**src/hw/csf_params.svh**
```systemverilog
// offsets, field positions, reset values and counts of the can status, filter and timing block
`ifndef CSF_PARAMS_SVH
`define CSF_PARAMS_SVH

// ==========================================================
// register indices (byte address = index * 4)
`define CSF_IDX_CTRL      8'h20
`define CSF_IDX_CMD       8'h21
`define CSF_IDX_STAT      8'h22
`define CSF_IDX_IRQ       8'h23
`define CSF_IDX_PATT      8'h24
`define CSF_IDX_MASK      8'h25
`define CSF_IDX_TIMING    8'h26

// ==========================================================
// control_port bits
`define CSF_CTRL_HALT     0
`define CSF_CTRL_RIE      1
`define CSF_CTRL_TIE      2
`define CSF_CTRL_EIE      3
`define CSF_CTRL_OIE      4
`define CSF_CTRL_SPD      6
`define CSF_CTRL_RESET    8'h01

// ==========================================================
// command_port bits (write only, reads all ones)
`define CSF_CMD_SEND      0
`define CSF_CMD_ABORT     1
`define CSF_CMD_RELEASE   2
`define CSF_CMD_CLR_OVR   3
`define CSF_CMD_SLEEP     4
`define CSF_CMD_READ      8'hff

// ==========================================================
// controller_state_flags bits
`define CSF_ST_RBS        0
`define CSF_ST_DO         1
`define CSF_ST_TBA        2
`define CSF_ST_TCS        3
`define CSF_ST_RS         4
`define CSF_ST_TS         5
`define CSF_ST_ES         6
`define CSF_ST_BS         7
`define CSF_STAT_RESET    8'h0c

// ==========================================================
// pending_irq_flags bits
`define CSF_IRQ_RIF       0
`define CSF_IRQ_TIF       1
`define CSF_IRQ_EIF       2
`define CSF_IRQ_OIF       3
`define CSF_IRQ_WIF       4

// ==========================================================
// counts
`define CSF_TEC_OFF       9'd256
`define CSF_WARN_LIMIT    9'd96
`define CSF_RUNS_BUSOFF   8'd128
`define CSF_RUNS_NORMAL   8'd1

`endif

```
**src/hw/csf_pkg.sv**
```systemverilog
// types of the can status, filter and timing block
package csf_pkg;

	// ==========================================================
	// controller phase
	typedef enum logic [1:0] {
		CSF_RUN  = 2'b00,
		CSF_HALT = 2'b01,
		CSF_WAIT = 2'b10
	} csf_phase_t;

	// ==========================================================
	// main block state
	typedef struct packed {
		logic       ack;
		logic [7:0] rdata;
		csf_phase_t phase;
		logic [7:0] runs_left;
		logic       err_reset;
		logic       halt;
		logic       spd;
		logic       overrun_irq_enable;
		logic       error_irq_enable;
		logic       tx_irq_enable;
		logic       rx_irq_enable;
		logic       bus_off;
		logic       warn;
		logic       ts;
		logic       rs;
		logic       send_done_flag;
		logic       tx_buffer_free;
		logic       ovr;
		logic       rx_message_pending;
		logic       wakeup_flag;
		logic       overrun_irq_flag;
		logic       error_irq_flag;
		logic       tx_done_irq_flag;
		logic       rx_irq_flag;
		logic       tx_pending;
		logic       release_cmd;
		logic       sleep;
		logic [1:0] rx_count;
		logic       wr_buf;
		logic       rd_buf;
		logic [7:0] patt;
		logic [7:0] mask;
		logic [7:0] timing;
		logic [2:0] sjw;
		logic       rx_s1;
		logic       rx_s2;
		logic       rx_s3;
		logic       rx_level;
		logic       run;
	} csf_state_t;

	// ==========================================================
	// prescaler state
	typedef struct packed {
		logic [5:0] cnt;
		logic       tq;
	} csf_pre_state_t;

endpackage

```
**src/hw/csf_tq_if.sv**
```systemverilog
// carrier between the status block and its quantum prescaler
`timescale 1ns/1ps
`default_nettype none

interface csf_tq_if;
	logic [5:0] factor;
	logic       run;
	logic       tq;

	modport ctrl (output factor, output run, input tq);
	modport gen  (input factor, input run, output tq);
endinterface

`default_nettype wire

```
**src/hw/csf_prescaler.sv**
```systemverilog
// time quantum prescaler: one enable pulse every factor+1 clocks
`timescale 1ns/1ps
`default_nettype none

module csf_prescaler (
	// clock and reset
	input  wire logic clk_i,
	input  wire logic rst_i,
	// link to the status block
	csf_tq_if.gen     tq
);

	csf_pkg::csf_pre_state_t s;
	csf_pkg::csf_pre_state_t next_s;

	// ==========================================================
	// reload counter
	always_comb begin
		next_s = s;
		next_s.tq = 1'b0;
		if (!tq.run) begin
			next_s.cnt = tq.factor;
		end else if (s.cnt == 6'h00) begin
			next_s.cnt = tq.factor;
			next_s.tq = 1'b1;
		end else begin
			next_s.cnt = s.cnt - 6'h01;
		end
	end

	always_ff @(posedge clk_i) begin
		if (rst_i) begin
			s <= '0;
		end else begin
			s <= next_s;
		end
	end

	assign tq.tq = s.tq;

endmodule

`default_nettype wire

```
**src/hw/csf_top.sv**
```systemverilog
// can controller status, interrupt flags, acceptance filter and quantum timing
//
// Functional notes
// - transmit errors at 256: bus-off, halt, silent
// - after halt cleared, wait 128 runs if bus-off, else 1 run, recover
// - warning while either error counter reaches 96
// - transmit and receive activity flags; both clear idle
// - send request clears done; abort keeps clear
// - pending send locks transmit buffer, writes dropped
// - both buffers full: drop, flag overrun, clear command
// - own outgoing frame occupies a receive buffer; here it only flags overrun at start if both full
// - release clears pending; second buffer resets it
// - interrupt flags read-only, cleared by any read
// - bus activity while asleep: wake, clear sleep
// - overrun interrupt flag, cleared by read or halt
// - error interrupt on warning or bus-off change
// - transmit interrupt at end when buffer free
// - receive interrupt together with receive pending
// - compare identifier bits 10..3 with pattern
// - mask bit one ignores, zero must match
// - rejected frames overwritten, accepted kept if free
// - filter and timing registers reachable only halted
// - resync jump is field plus one quanta
// - quantum prescale factor is field plus one
// - status read-only; reset and halt values
// - halt aborts activity until software releases it
// - release command auto-clears when pending sets
`include "csf_params.svh"
`timescale 1ns/1ps
`default_nettype none

module csf_top (
	// clock and reset
	input  wire logic        clk_i,
	input  wire logic        rst_i,
	// wishbone slave
	input  wire logic        cyc_i,
	input  wire logic        stb_i,
	input  wire logic        we_i,
	input  wire logic [9:0]  adr_i,
	input  wire logic [3:0]  sel_i,
	input  wire logic [31:0] dat_i,
	output logic      [31:0] dat_o,
	output logic             ack_o,
	// protocol engine events
	input  wire logic [8:0]  tec_i,
	input  wire logic [8:0]  rec_i,
	input  wire logic        tx_start_i,
	input  wire logic        tx_done_i,
	input  wire logic        arb_lost_i,
	input  wire logic        rx_start_i,
	input  wire logic        rx_done_i,
	input  wire logic [10:0] rx_id_i,
	input  wire logic        run11_i,
	// bus pin
	input  wire logic        can_rx_i,
	// protocol engine control
	output logic             halt_o,
	output logic             core_run_o,
	output logic             err_cnt_reset_o,
	output logic             tx_pending_o,
	output logic             tx_buf_open_o,
	output logic             rx_wr_buf_o,
	output logic             rx_rd_buf_o,
	output logic             sleep_o,
	output logic             both_edges_o,
	output logic             tq_pulse_o,
	output logic      [2:0]  sjw_o
);

	csf_pkg::csf_state_t s;
	csf_pkg::csf_state_t next_s;
	csf_tq_if            tq_bus ();

	logic [7:0] idx;
	logic       req;
	logic       wr;
	logic       rd;
	logic [7:0] wbyte;
	logic [7:0] stat_byte;
	logic [7:0] irq_byte;
	logic       accept;
	logic       store;
	logic       rel;
	logic       activity;
	logic       warn_now;
	logic [1:0] cnt_tmp;

	// ==========================================================
	// prescaler
	assign tq_bus.factor = s.timing[5:0];
	assign tq_bus.run    = ~s.sleep;

	csf_prescaler u_pre (
		.clk_i (clk_i),
		.rst_i (rst_i),
		.tq    (tq_bus.gen)
	);

	// ==========================================================
	// combinational helpers
	always_comb begin
		idx   = adr_i[9:2];
		req   = cyc_i & stb_i & ~s.ack;
		wr    = req & we_i & sel_i[0];
		rd    = req & ~we_i;
		wbyte = dat_i[7:0];
		stat_byte = {s.bus_off, s.warn, s.ts, s.rs, s.send_done_flag, s.tx_buffer_free, s.ovr, s.rx_message_pending};
		irq_byte  = {3'b000, s.wakeup_flag, s.overrun_irq_flag, s.error_irq_flag, s.tx_done_irq_flag, s.rx_irq_flag};
		accept = &(~((rx_id_i[10:3] ^ s.patt) & ~s.mask));
		// dominant edge seen only once two later stages agree
		activity = (s.rx_s2 == s.rx_s3) & ~s.rx_s3 & s.rx_level;
		warn_now = (tec_i >= `CSF_WARN_LIMIT) | (rec_i >= `CSF_WARN_LIMIT);
	end

	// ==========================================================
	// next state
	always_comb begin
		next_s = s;
		store   = 1'b0;
		rel     = 1'b0;
		cnt_tmp = s.rx_count;
		next_s.ack       = req;
		next_s.err_reset = 1'b0;
		next_s.rx_s1     = can_rx_i;
		next_s.rx_s2     = s.rx_s1;
		next_s.rx_s3     = s.rx_s2;
		if (s.rx_s2 == s.rx_s3) begin
			next_s.rx_level = s.rx_s3;
		end
		next_s.sjw = {1'b0, s.timing[7:6]} + 3'd1;

		// register reads; the interrupt flags vanish on the acked read
		next_s.rdata = 8'h00;
		if (rd) begin
			case (idx)
				`CSF_IDX_CTRL: begin
					next_s.rdata = {1'b0, s.spd, 1'b0, s.overrun_irq_enable, s.error_irq_enable, s.tx_irq_enable, s.rx_irq_enable, s.halt};
				end
				`CSF_IDX_CMD: begin
					next_s.rdata = `CSF_CMD_READ;
				end
				`CSF_IDX_STAT: begin
					next_s.rdata = stat_byte;
				end
				`CSF_IDX_IRQ: begin
					next_s.rdata = irq_byte;
					next_s.wakeup_flag = 1'b0;
					next_s.overrun_irq_flag = 1'b0;
					next_s.error_irq_flag = 1'b0;
					next_s.tx_done_irq_flag = 1'b0;
					next_s.rx_irq_flag = 1'b0;
				end
				`CSF_IDX_PATT: begin
					next_s.rdata = s.halt ? s.patt : 8'h00;
				end
				`CSF_IDX_MASK: begin
					next_s.rdata = s.halt ? s.mask : 8'h00;
				end
				`CSF_IDX_TIMING: begin
					next_s.rdata = s.halt ? s.timing : 8'h00;
				end
				default: begin
					next_s.rdata = 8'h00;
				end
			endcase
		end

		// register writes; status and flag registers ignore writes
		if (wr) begin
			case (idx)
				`CSF_IDX_CTRL: begin
					next_s.halt = wbyte[`CSF_CTRL_HALT];
					next_s.rx_irq_enable  = wbyte[`CSF_CTRL_RIE];
					next_s.tx_irq_enable  = wbyte[`CSF_CTRL_TIE];
					next_s.error_irq_enable  = wbyte[`CSF_CTRL_EIE];
					next_s.overrun_irq_enable  = wbyte[`CSF_CTRL_OIE];
					next_s.spd  = wbyte[`CSF_CTRL_SPD];
				end
				`CSF_IDX_CMD: begin
					if (!s.halt) begin
						if (wbyte[`CSF_CMD_SEND] && s.tx_buffer_free) begin
							next_s.send_done_flag = 1'b0;
							next_s.tx_buffer_free = 1'b0;
							next_s.tx_pending = 1'b1;
						end
						if (wbyte[`CSF_CMD_ABORT] && s.tx_pending && !s.ts) begin
							next_s.tx_pending = 1'b0;
							next_s.tx_buffer_free = 1'b1;
							next_s.tx_done_irq_flag = next_s.tx_done_irq_flag | s.tx_irq_enable;
						end
						if (wbyte[`CSF_CMD_CLR_OVR]) begin
							next_s.ovr = 1'b0;
						end
						if (wbyte[`CSF_CMD_RELEASE]) begin
							rel = 1'b1;
							next_s.release_cmd = 1'b1;
						end
						if (wbyte[`CSF_CMD_SLEEP]) begin
							// busy or flagged: refuse sleep and wake at once
							if (s.ts || s.rs || (irq_byte != 8'h00)) begin
								next_s.wakeup_flag = 1'b1;
							end else begin
								next_s.sleep = 1'b1;
							end
						end else begin
							next_s.sleep = 1'b0;
						end
					end
				end
				`CSF_IDX_PATT: begin
					if (s.halt) begin
						next_s.patt = wbyte;
					end
				end
				`CSF_IDX_MASK: begin
					if (s.halt) begin
						next_s.mask = wbyte;
					end
				end
				`CSF_IDX_TIMING: begin
					if (s.halt) begin
						next_s.timing = wbyte;
					end
				end
				default: begin
				end
			endcase
		end

		// wake on a dominant edge while asleep
		if (s.sleep && activity) begin
			next_s.sleep = 1'b0;
			next_s.wakeup_flag   = 1'b1;
		end

		// receive buffers: release first, then store
		if (rel && (cnt_tmp != 2'd0)) begin
			cnt_tmp = cnt_tmp - 2'd1;
			next_s.rd_buf = ~s.rd_buf;
		end
		if (rel) begin
			next_s.rx_message_pending = (cnt_tmp != 2'd0);
		end

		if (s.phase == csf_pkg::CSF_RUN) begin
			if (tx_start_i) begin
				next_s.ts = 1'b1;
				next_s.rs = 1'b0;
				if (cnt_tmp == 2'd2) begin
					next_s.ovr = 1'b1;
					next_s.overrun_irq_flag = next_s.overrun_irq_flag | s.overrun_irq_enable;
				end
			end
			if (arb_lost_i) begin
				next_s.ts = 1'b0;
				next_s.rs = 1'b1;
			end
			if (rx_start_i && !s.ts && !s.rs) begin
				next_s.rs = 1'b1;
			end
			if (tx_done_i) begin
				next_s.ts  = 1'b0;
				next_s.send_done_flag = 1'b1;
				next_s.tx_buffer_free = 1'b1;
				next_s.tx_pending = 1'b0;
				next_s.tx_done_irq_flag = next_s.tx_done_irq_flag | s.tx_irq_enable;
			end
			if (rx_done_i) begin
				next_s.rs = 1'b0;
				// rejected frames leave the write buffer in place for reuse
				if (accept) begin
					if (cnt_tmp == 2'd2) begin
						next_s.ovr = 1'b1;
						next_s.overrun_irq_flag = next_s.overrun_irq_flag | s.overrun_irq_enable;
					end else begin
						store = 1'b1;
					end
				end
			end
		end

		if (store) begin
			cnt_tmp = cnt_tmp + 2'd1;
			next_s.wr_buf = ~s.wr_buf;
			if (!next_s.rx_message_pending) begin
				next_s.rx_message_pending = 1'b1;
				next_s.rx_irq_flag = next_s.rx_irq_flag | s.rx_irq_enable;
				next_s.release_cmd = 1'b0;
			end
		end
		next_s.rx_count = cnt_tmp;

		// error status and its interrupt
		next_s.warn = warn_now;
		if ((s.phase == csf_pkg::CSF_RUN) && tec_i >= `CSF_TEC_OFF) begin
			next_s.bus_off = 1'b1;
			next_s.halt    = 1'b1;
		end

		// controller phase
		case (s.phase)
			csf_pkg::CSF_RUN: begin
				if (next_s.halt) begin
					next_s.phase = csf_pkg::CSF_HALT;
				end
			end
			csf_pkg::CSF_HALT: begin
				if (!next_s.halt) begin
					next_s.phase = csf_pkg::CSF_WAIT;
					next_s.runs_left = s.bus_off ? `CSF_RUNS_BUSOFF : `CSF_RUNS_NORMAL;
				end
			end
			csf_pkg::CSF_WAIT: begin
				if (next_s.halt) begin
					next_s.phase = csf_pkg::CSF_HALT;
				end else if (run11_i) begin
					next_s.runs_left = s.runs_left - 8'd1;
					if (s.runs_left == 8'd1) begin
						next_s.phase = csf_pkg::CSF_RUN;
						if (s.bus_off) begin
							next_s.bus_off   = 1'b0;
							next_s.err_reset = 1'b1;
						end
					end
				end
			end
			default: begin
				next_s.phase = csf_pkg::CSF_HALT;
			end
		endcase

		// halt forces the non-error status to its idle pattern
		if (next_s.halt) begin
			next_s.ts  = 1'b0;
			next_s.rs  = 1'b0;
			next_s.send_done_flag = 1'b1;
			next_s.tx_buffer_free = 1'b1;
			next_s.ovr = 1'b0;
			next_s.rx_message_pending = 1'b0;
			next_s.tx_pending = 1'b0;
			next_s.rx_count   = 2'd0;
			next_s.overrun_irq_flag = 1'b0;
			next_s.tx_done_irq_flag = 1'b0;
			next_s.rx_irq_flag = 1'b0;
		end

		if ((next_s.warn != s.warn) || (next_s.bus_off != s.bus_off)) begin
			next_s.error_irq_flag = next_s.error_irq_flag | s.error_irq_enable;
		end

		// registered so the engine enable comes straight from a flop
		next_s.run = (next_s.phase == csf_pkg::CSF_RUN) & ~next_s.bus_off & ~next_s.sleep;
	end

	// ==========================================================
	// state register
	always_ff @(posedge clk_i) begin
		if (rst_i) begin
			s <= '0;
			s.phase <= csf_pkg::CSF_HALT;
			s.halt  <= 1'b1;
			s.send_done_flag   <= 1'b1;
			s.tx_buffer_free   <= 1'b1;
			s.sjw   <= 3'd1;
			s.rx_s1 <= 1'b1;
			s.rx_s2 <= 1'b1;
			s.rx_s3 <= 1'b1;
			s.rx_level <= 1'b1;
		end else begin
			s <= next_s;
		end
	end

	// ==========================================================
	// outputs, all from flops
	always_comb begin
		dat_o           = {24'h000000, s.rdata};
		ack_o           = s.ack;
		halt_o          = s.halt;
		core_run_o      = s.run;
		err_cnt_reset_o = s.err_reset;
		tx_pending_o    = s.tx_pending;
		tx_buf_open_o   = s.tx_buffer_free;
		rx_wr_buf_o     = s.wr_buf;
		rx_rd_buf_o     = s.rd_buf;
		sleep_o         = s.sleep;
		both_edges_o    = s.spd;
		tq_pulse_o      = tq_bus.tq;
		sjw_o           = s.sjw;
	end

endmodule

`default_nettype wire

```
**config.mk**
```make
export PLATFORM = sky130hd
export DESIGN_NAME = csf_top
export DESIGN_NICKNAME = d
export VERILOG_FILES = /design/src/hw/csf_pkg.sv /design/src/hw/csf_tq_if.sv /design/src/hw/csf_prescaler.sv /design/src/hw/csf_top.sv
export VERILOG_INCLUDE_DIRS = /design/src /design/src/hw
export SDC_FILE = /design/constraint.sdc
export NUM_CORES = 1
export LEC_CHECK = 0
export ABC_AREA = 1
export BUFFER_PORTS_ARGS = -buffer_cell sky130_fd_sc_hd__buf_2
export CAP_MARGIN = 20
export CORE_MARGIN = 5
export CORE_UTILIZATION = 52
export DETAILED_ROUTE_END_ITERATION = 16
export GPL_TIMING_DRIVEN = 0
export PLACE_DENSITY = 0.77
export SLEW_MARGIN = 20
export SYNTH_ARGS = -nofsm -noshare
export SYNTH_HDL_FRONTEND = slang
export SYNTH_SLANG_ARGS = --single-unit
```
**constraint.sdc**
```tcl
create_clock -name clk_i -period 2 [get_ports clk_i]
set_input_delay 0.2 -clock clk_i [delete_from_list [all_inputs] [get_ports clk_i]]
set_output_delay 0.2 -clock clk_i [all_outputs]
set_load 0.005 [all_outputs]
```
==> results by group <==
Status
  – Status: completed

Worst setup path
  – Critical path fanouts, max: 10
  – FF-to-FF End: rx_wr_buf_o
  – Worst path required time: 2.25 ns
  – R2R setup slack: slightly above 0.1 ns
  – R2R cell count: 13
  – Worst-path cell chain: buf_6, nor2_4, inv_1, nor2_2, nand4_1, nand2_2, inv_1, ha_2, nor2_2, nand3_2, inv_2, a21oi_1, o21a_1
  – Critical R2R Launch: halt_o
  – WS Path Type: reg -> reg
  – Critical path launch point type: flip-flop
  – Max stage delay on crit path: 0.34 ns
  – Critical Path Slowest Stage Cell: dfxtp_1
  – Crit path DAT: 2.15 ns
  – Crit. End Element: flip-flop

Floorplan
  – Initial Utilization: a little over half
  – Core Footprint: roughly 8200 um2
  – Die H: approximately 100 um
  – Num rows: 33
  – Die ar.: about 10,000 um2
  – Io pins: 133
  – Die X: 101 um

Clocking
  – CTS tree: yes
  – CTS Hold Buffers Added: 0
  – Num CTS Buffers: 9
  – # clock sinks: 84
  – Clk Latency, worst-skew pair: 0.35 ns
  – Htree depth: 3
  – CTS root buffer: clkbuf_8
  – Clock slew at reported path FFs: 0.08 ns
  – Clk buf depth: 2

Timing
  – Hold Vio Cnt, Final: 0
  – Clock Skews: 0.0117 ns
  – Worst Tran Pin Value: about 0.94 ns
  – Tmin final: about 1.9 ns
  – Total negative slack: 0 ns
  – Fmax: around 0.53 GHz
  – Setup violators final: 0
  – Final period util: about 95%
  – Pins Over Slew Limit: 0
  – Relative slew slack: a little over a third

Power and ir drop
  – Pwr dens: roughly 650 nW/um2
  – Peak VDD IR: about 0.39 mV
  – Leakage: ~0.0024 uW

Logic synthesis
  – Top cells by area in the synthesized netlist: dfxtp_1 39%, nand2_1 9.4%, inv_1 7.3%
  – #FFs+latches synth: 84
  – Sequential fraction of the synthesis area: between 30% and 40%
  – Mux cell area share after synthesis: 0%
  – Largest family of logic cells by synthesized area: simple AND/OR/NAND/NOR gates
  – Post-synth top area cell: dfxtp_1
  – Post-Synth Simple-Gate Area: about a quarter
  – Post-Syn Instances: 609
  – Syn avg cell area: 7.11 um2
  – XOR/XNOR share of the synthesized area: ~1.4%
  – Post-Syn Area: around 4300 um2
  – Synth Area in Compound Gates: around 17%
  – Post-Synth Adder-Cell Area: under 10%
  – Synth unique cells: between 40 and 50
  – Post-synth top area share: 38.8%
  – Warnings from Yosys: 0

Min path
  – WHS Path Cells: 2
  – Hold Crit Class: in -> reg
  – Hold Path Sink: next_s[3]
  – Worst hold start: can_rx_i

Global route
  – Largest net degree at the start of global routing: 14
  – Antenna violations before repair: 0
  – All-layer global routing usage: 22.3%
  – First-pass GRT wire length: roughly 18,000 um
  – GR Overflow Total: 0
  – Vias in the first global route: about 4,000

Finish
  – Fraction of layout cells with a size suffix above 1: a little under a quarter
  – Total Nets Final: a little over 800
  – Cell Count, Final, Fillers Out: just over 800
  – Area Growth Syn to Fin: 18.4%
  – Fillers: 772
  – N_diodes: 0

Route
  – Drt pass-1 iters: 5
  – Via/cell ratio: roughly 5.1
  – Routed len/inst: ~13 um
  – Remaining DRCs: 0
  – WL final: 11,100 um
  – Via count: 4,210
  – Antenna viol nets, final: 0
  – DR iter-0 viols: about 230

Placed design
  – Gp weighted congestion: approximately 0.87
  – Final HPWL DP: between 8000 and 9000 um
  – Placed insts: about 800
  – Port buffer count: 66

Flow run
  – Max-capacitance violation count: 0
==> synth_stat cells, drive strengths merged <==
| master | number |
|---|---|
| nand4 | 8 |
| a221oi | 1 |
| o2bb2ai | 2 |
| nor3b | 2 |
| a21oi | 51 |
| nand2 | 114 |
| conb | 1 |
| o21a | 1 |
| ha | 9 |
| a31o | 1 |
| nor3 | 9 |
| o22ai | 2 |
| a211oi | 7 |
| inv | 87 |
| nand3 | 29 |
| xor2 | 7 |
| o311ai | 1 |
| a311oi | 1 |
| nor4 | 1 |
| o21ai | 53 |
| or2 | 5 |
| o2111a | 1 |
| o221ai | 3 |
| nor2 | 79 |
| dfxtp | 84 |
| a31oi | 4 |
| buf | 39 |
| clkbuf | 6 |
| and3 | 1 |
==> state kept, by name, summed over array words and instances, names as in the netlist, 2 cells and up <==
register,count
s,49
sjw_o,3
dat_o,8
irq_byte,5
u_pre.s,6
next_s,2
==> report_power, final <==
| part | internal (uW) | switching, uW | total [uW] |
|---|---|---|---|
| clock network | 477 | 583 | 1060 |
| logic | 198 | 293 | 491 |
| registers | 1730 | 30.0 | 1760 |
==> worst max-delay path: cells and delay by family, from the launching register on <==
family	cells	cell delay [ns]
buffers and inverters	4	0.37
adders and majority gates	1	0.18
and+or+nand+nor	6	0.71
DFF	1	0.34
AOI/OAI and AO/OA	2	0.20
==> through the flow <==
stage	cell area [um2]	setup WS [ns]	total power (uW)	util [%]	hold WS, ns
after global placement	4880	-0.255	2270	59.7	0.387
after detailed placement	4880	-0.290	2290	59.7	0.390
after global routing	5130	-0.0352	3480	62.7	0.0277
after CTS	5090	0.00297	3330	62.2	0.0234
final	5130	0.102	3310	62.7	0.0331
after floorplan	4420	0.117	2140	-	0.284
==> repair_timing <==
action | CTS | global route
resized for setup | 7 | 11
endpoints found under the hold margin | 0 | 0
setup buffers | 3 | 3
gates cloned | 0 | 0
pin swaps | 2 | 5
setup endpoints to repair | 4 | 5
==> worst max path at each step <==
stage	start	slack, ns	endpoint	cells past startpoint
global route	halt_o	-0.04	rx_wr_buf_o	13
floorplan	halt_o	0.12	rx_wr_buf_o	13
CTS	halt_o	0.003	rx_wr_buf_o	13
global placement	adr_i[8]	-0.25	rx_wr_buf_o	15
finish	halt_o	0.10	rx_wr_buf_o	13
detailed placement	adr_i[8]	-0.29	rx_wr_buf_o	15
==> cells in the final DEF (no fill, tap or decap), types with 4 or more instances in the layout <==
cell,n
xor2_1,7
dfxtp_1,83
a21oi_1,48
inv_1,82
buf_4,40
nor3_1,8
nor2_1,70
ha_1,7
nand4_1,8
nand3_1,26
clkbuf_1,6
buf_2,69
clkbuf_8,10
inv_2,5
o21ai_0,49
nor2_2,5
conb_1,24
a211oi_1,7
nand2_4,4
or2_2,4
nand2_1,107
a31oi_1,4
==> per-layer routing <==
metal / vias to the layer above / track usage [%] / part of all wire (%)
li1: 2120 / - / -
met1: 1905 / 28.7 / 42
met2: 160 / 37.8 / 47
met3: 25 / 3.10 / 8.7
met4: 0 / 8.49 / 2.6
met5: - / 0 / 0
==> logic make-up (layout without fill, tap and decap cells) <==
kind of cell	Yosys count	in the layout
AOI/OAI and AO/OA	128	128
xor gates and xnor gates	7	7
adders and majority gates	9	9
buffers and inverters	132	218
DFF	84	84
other	1	24
and+or+nand+nor	248	248
==> final cells by class <==
class                   count  area [um2]  area share [%]
clock buffers              11         141            2.76
well taps                 105         131            2.56
plain buffers              45         319            6.22
multi-input cells         416        2130            41.6
flip-flops and latches     84        1680            32.8
repair buffers             71         368            7.17
clock inverters             4        26.3           0.512
inverters                  87         327            6.37
Note: power is estimated with default switching activity, not from simulation.
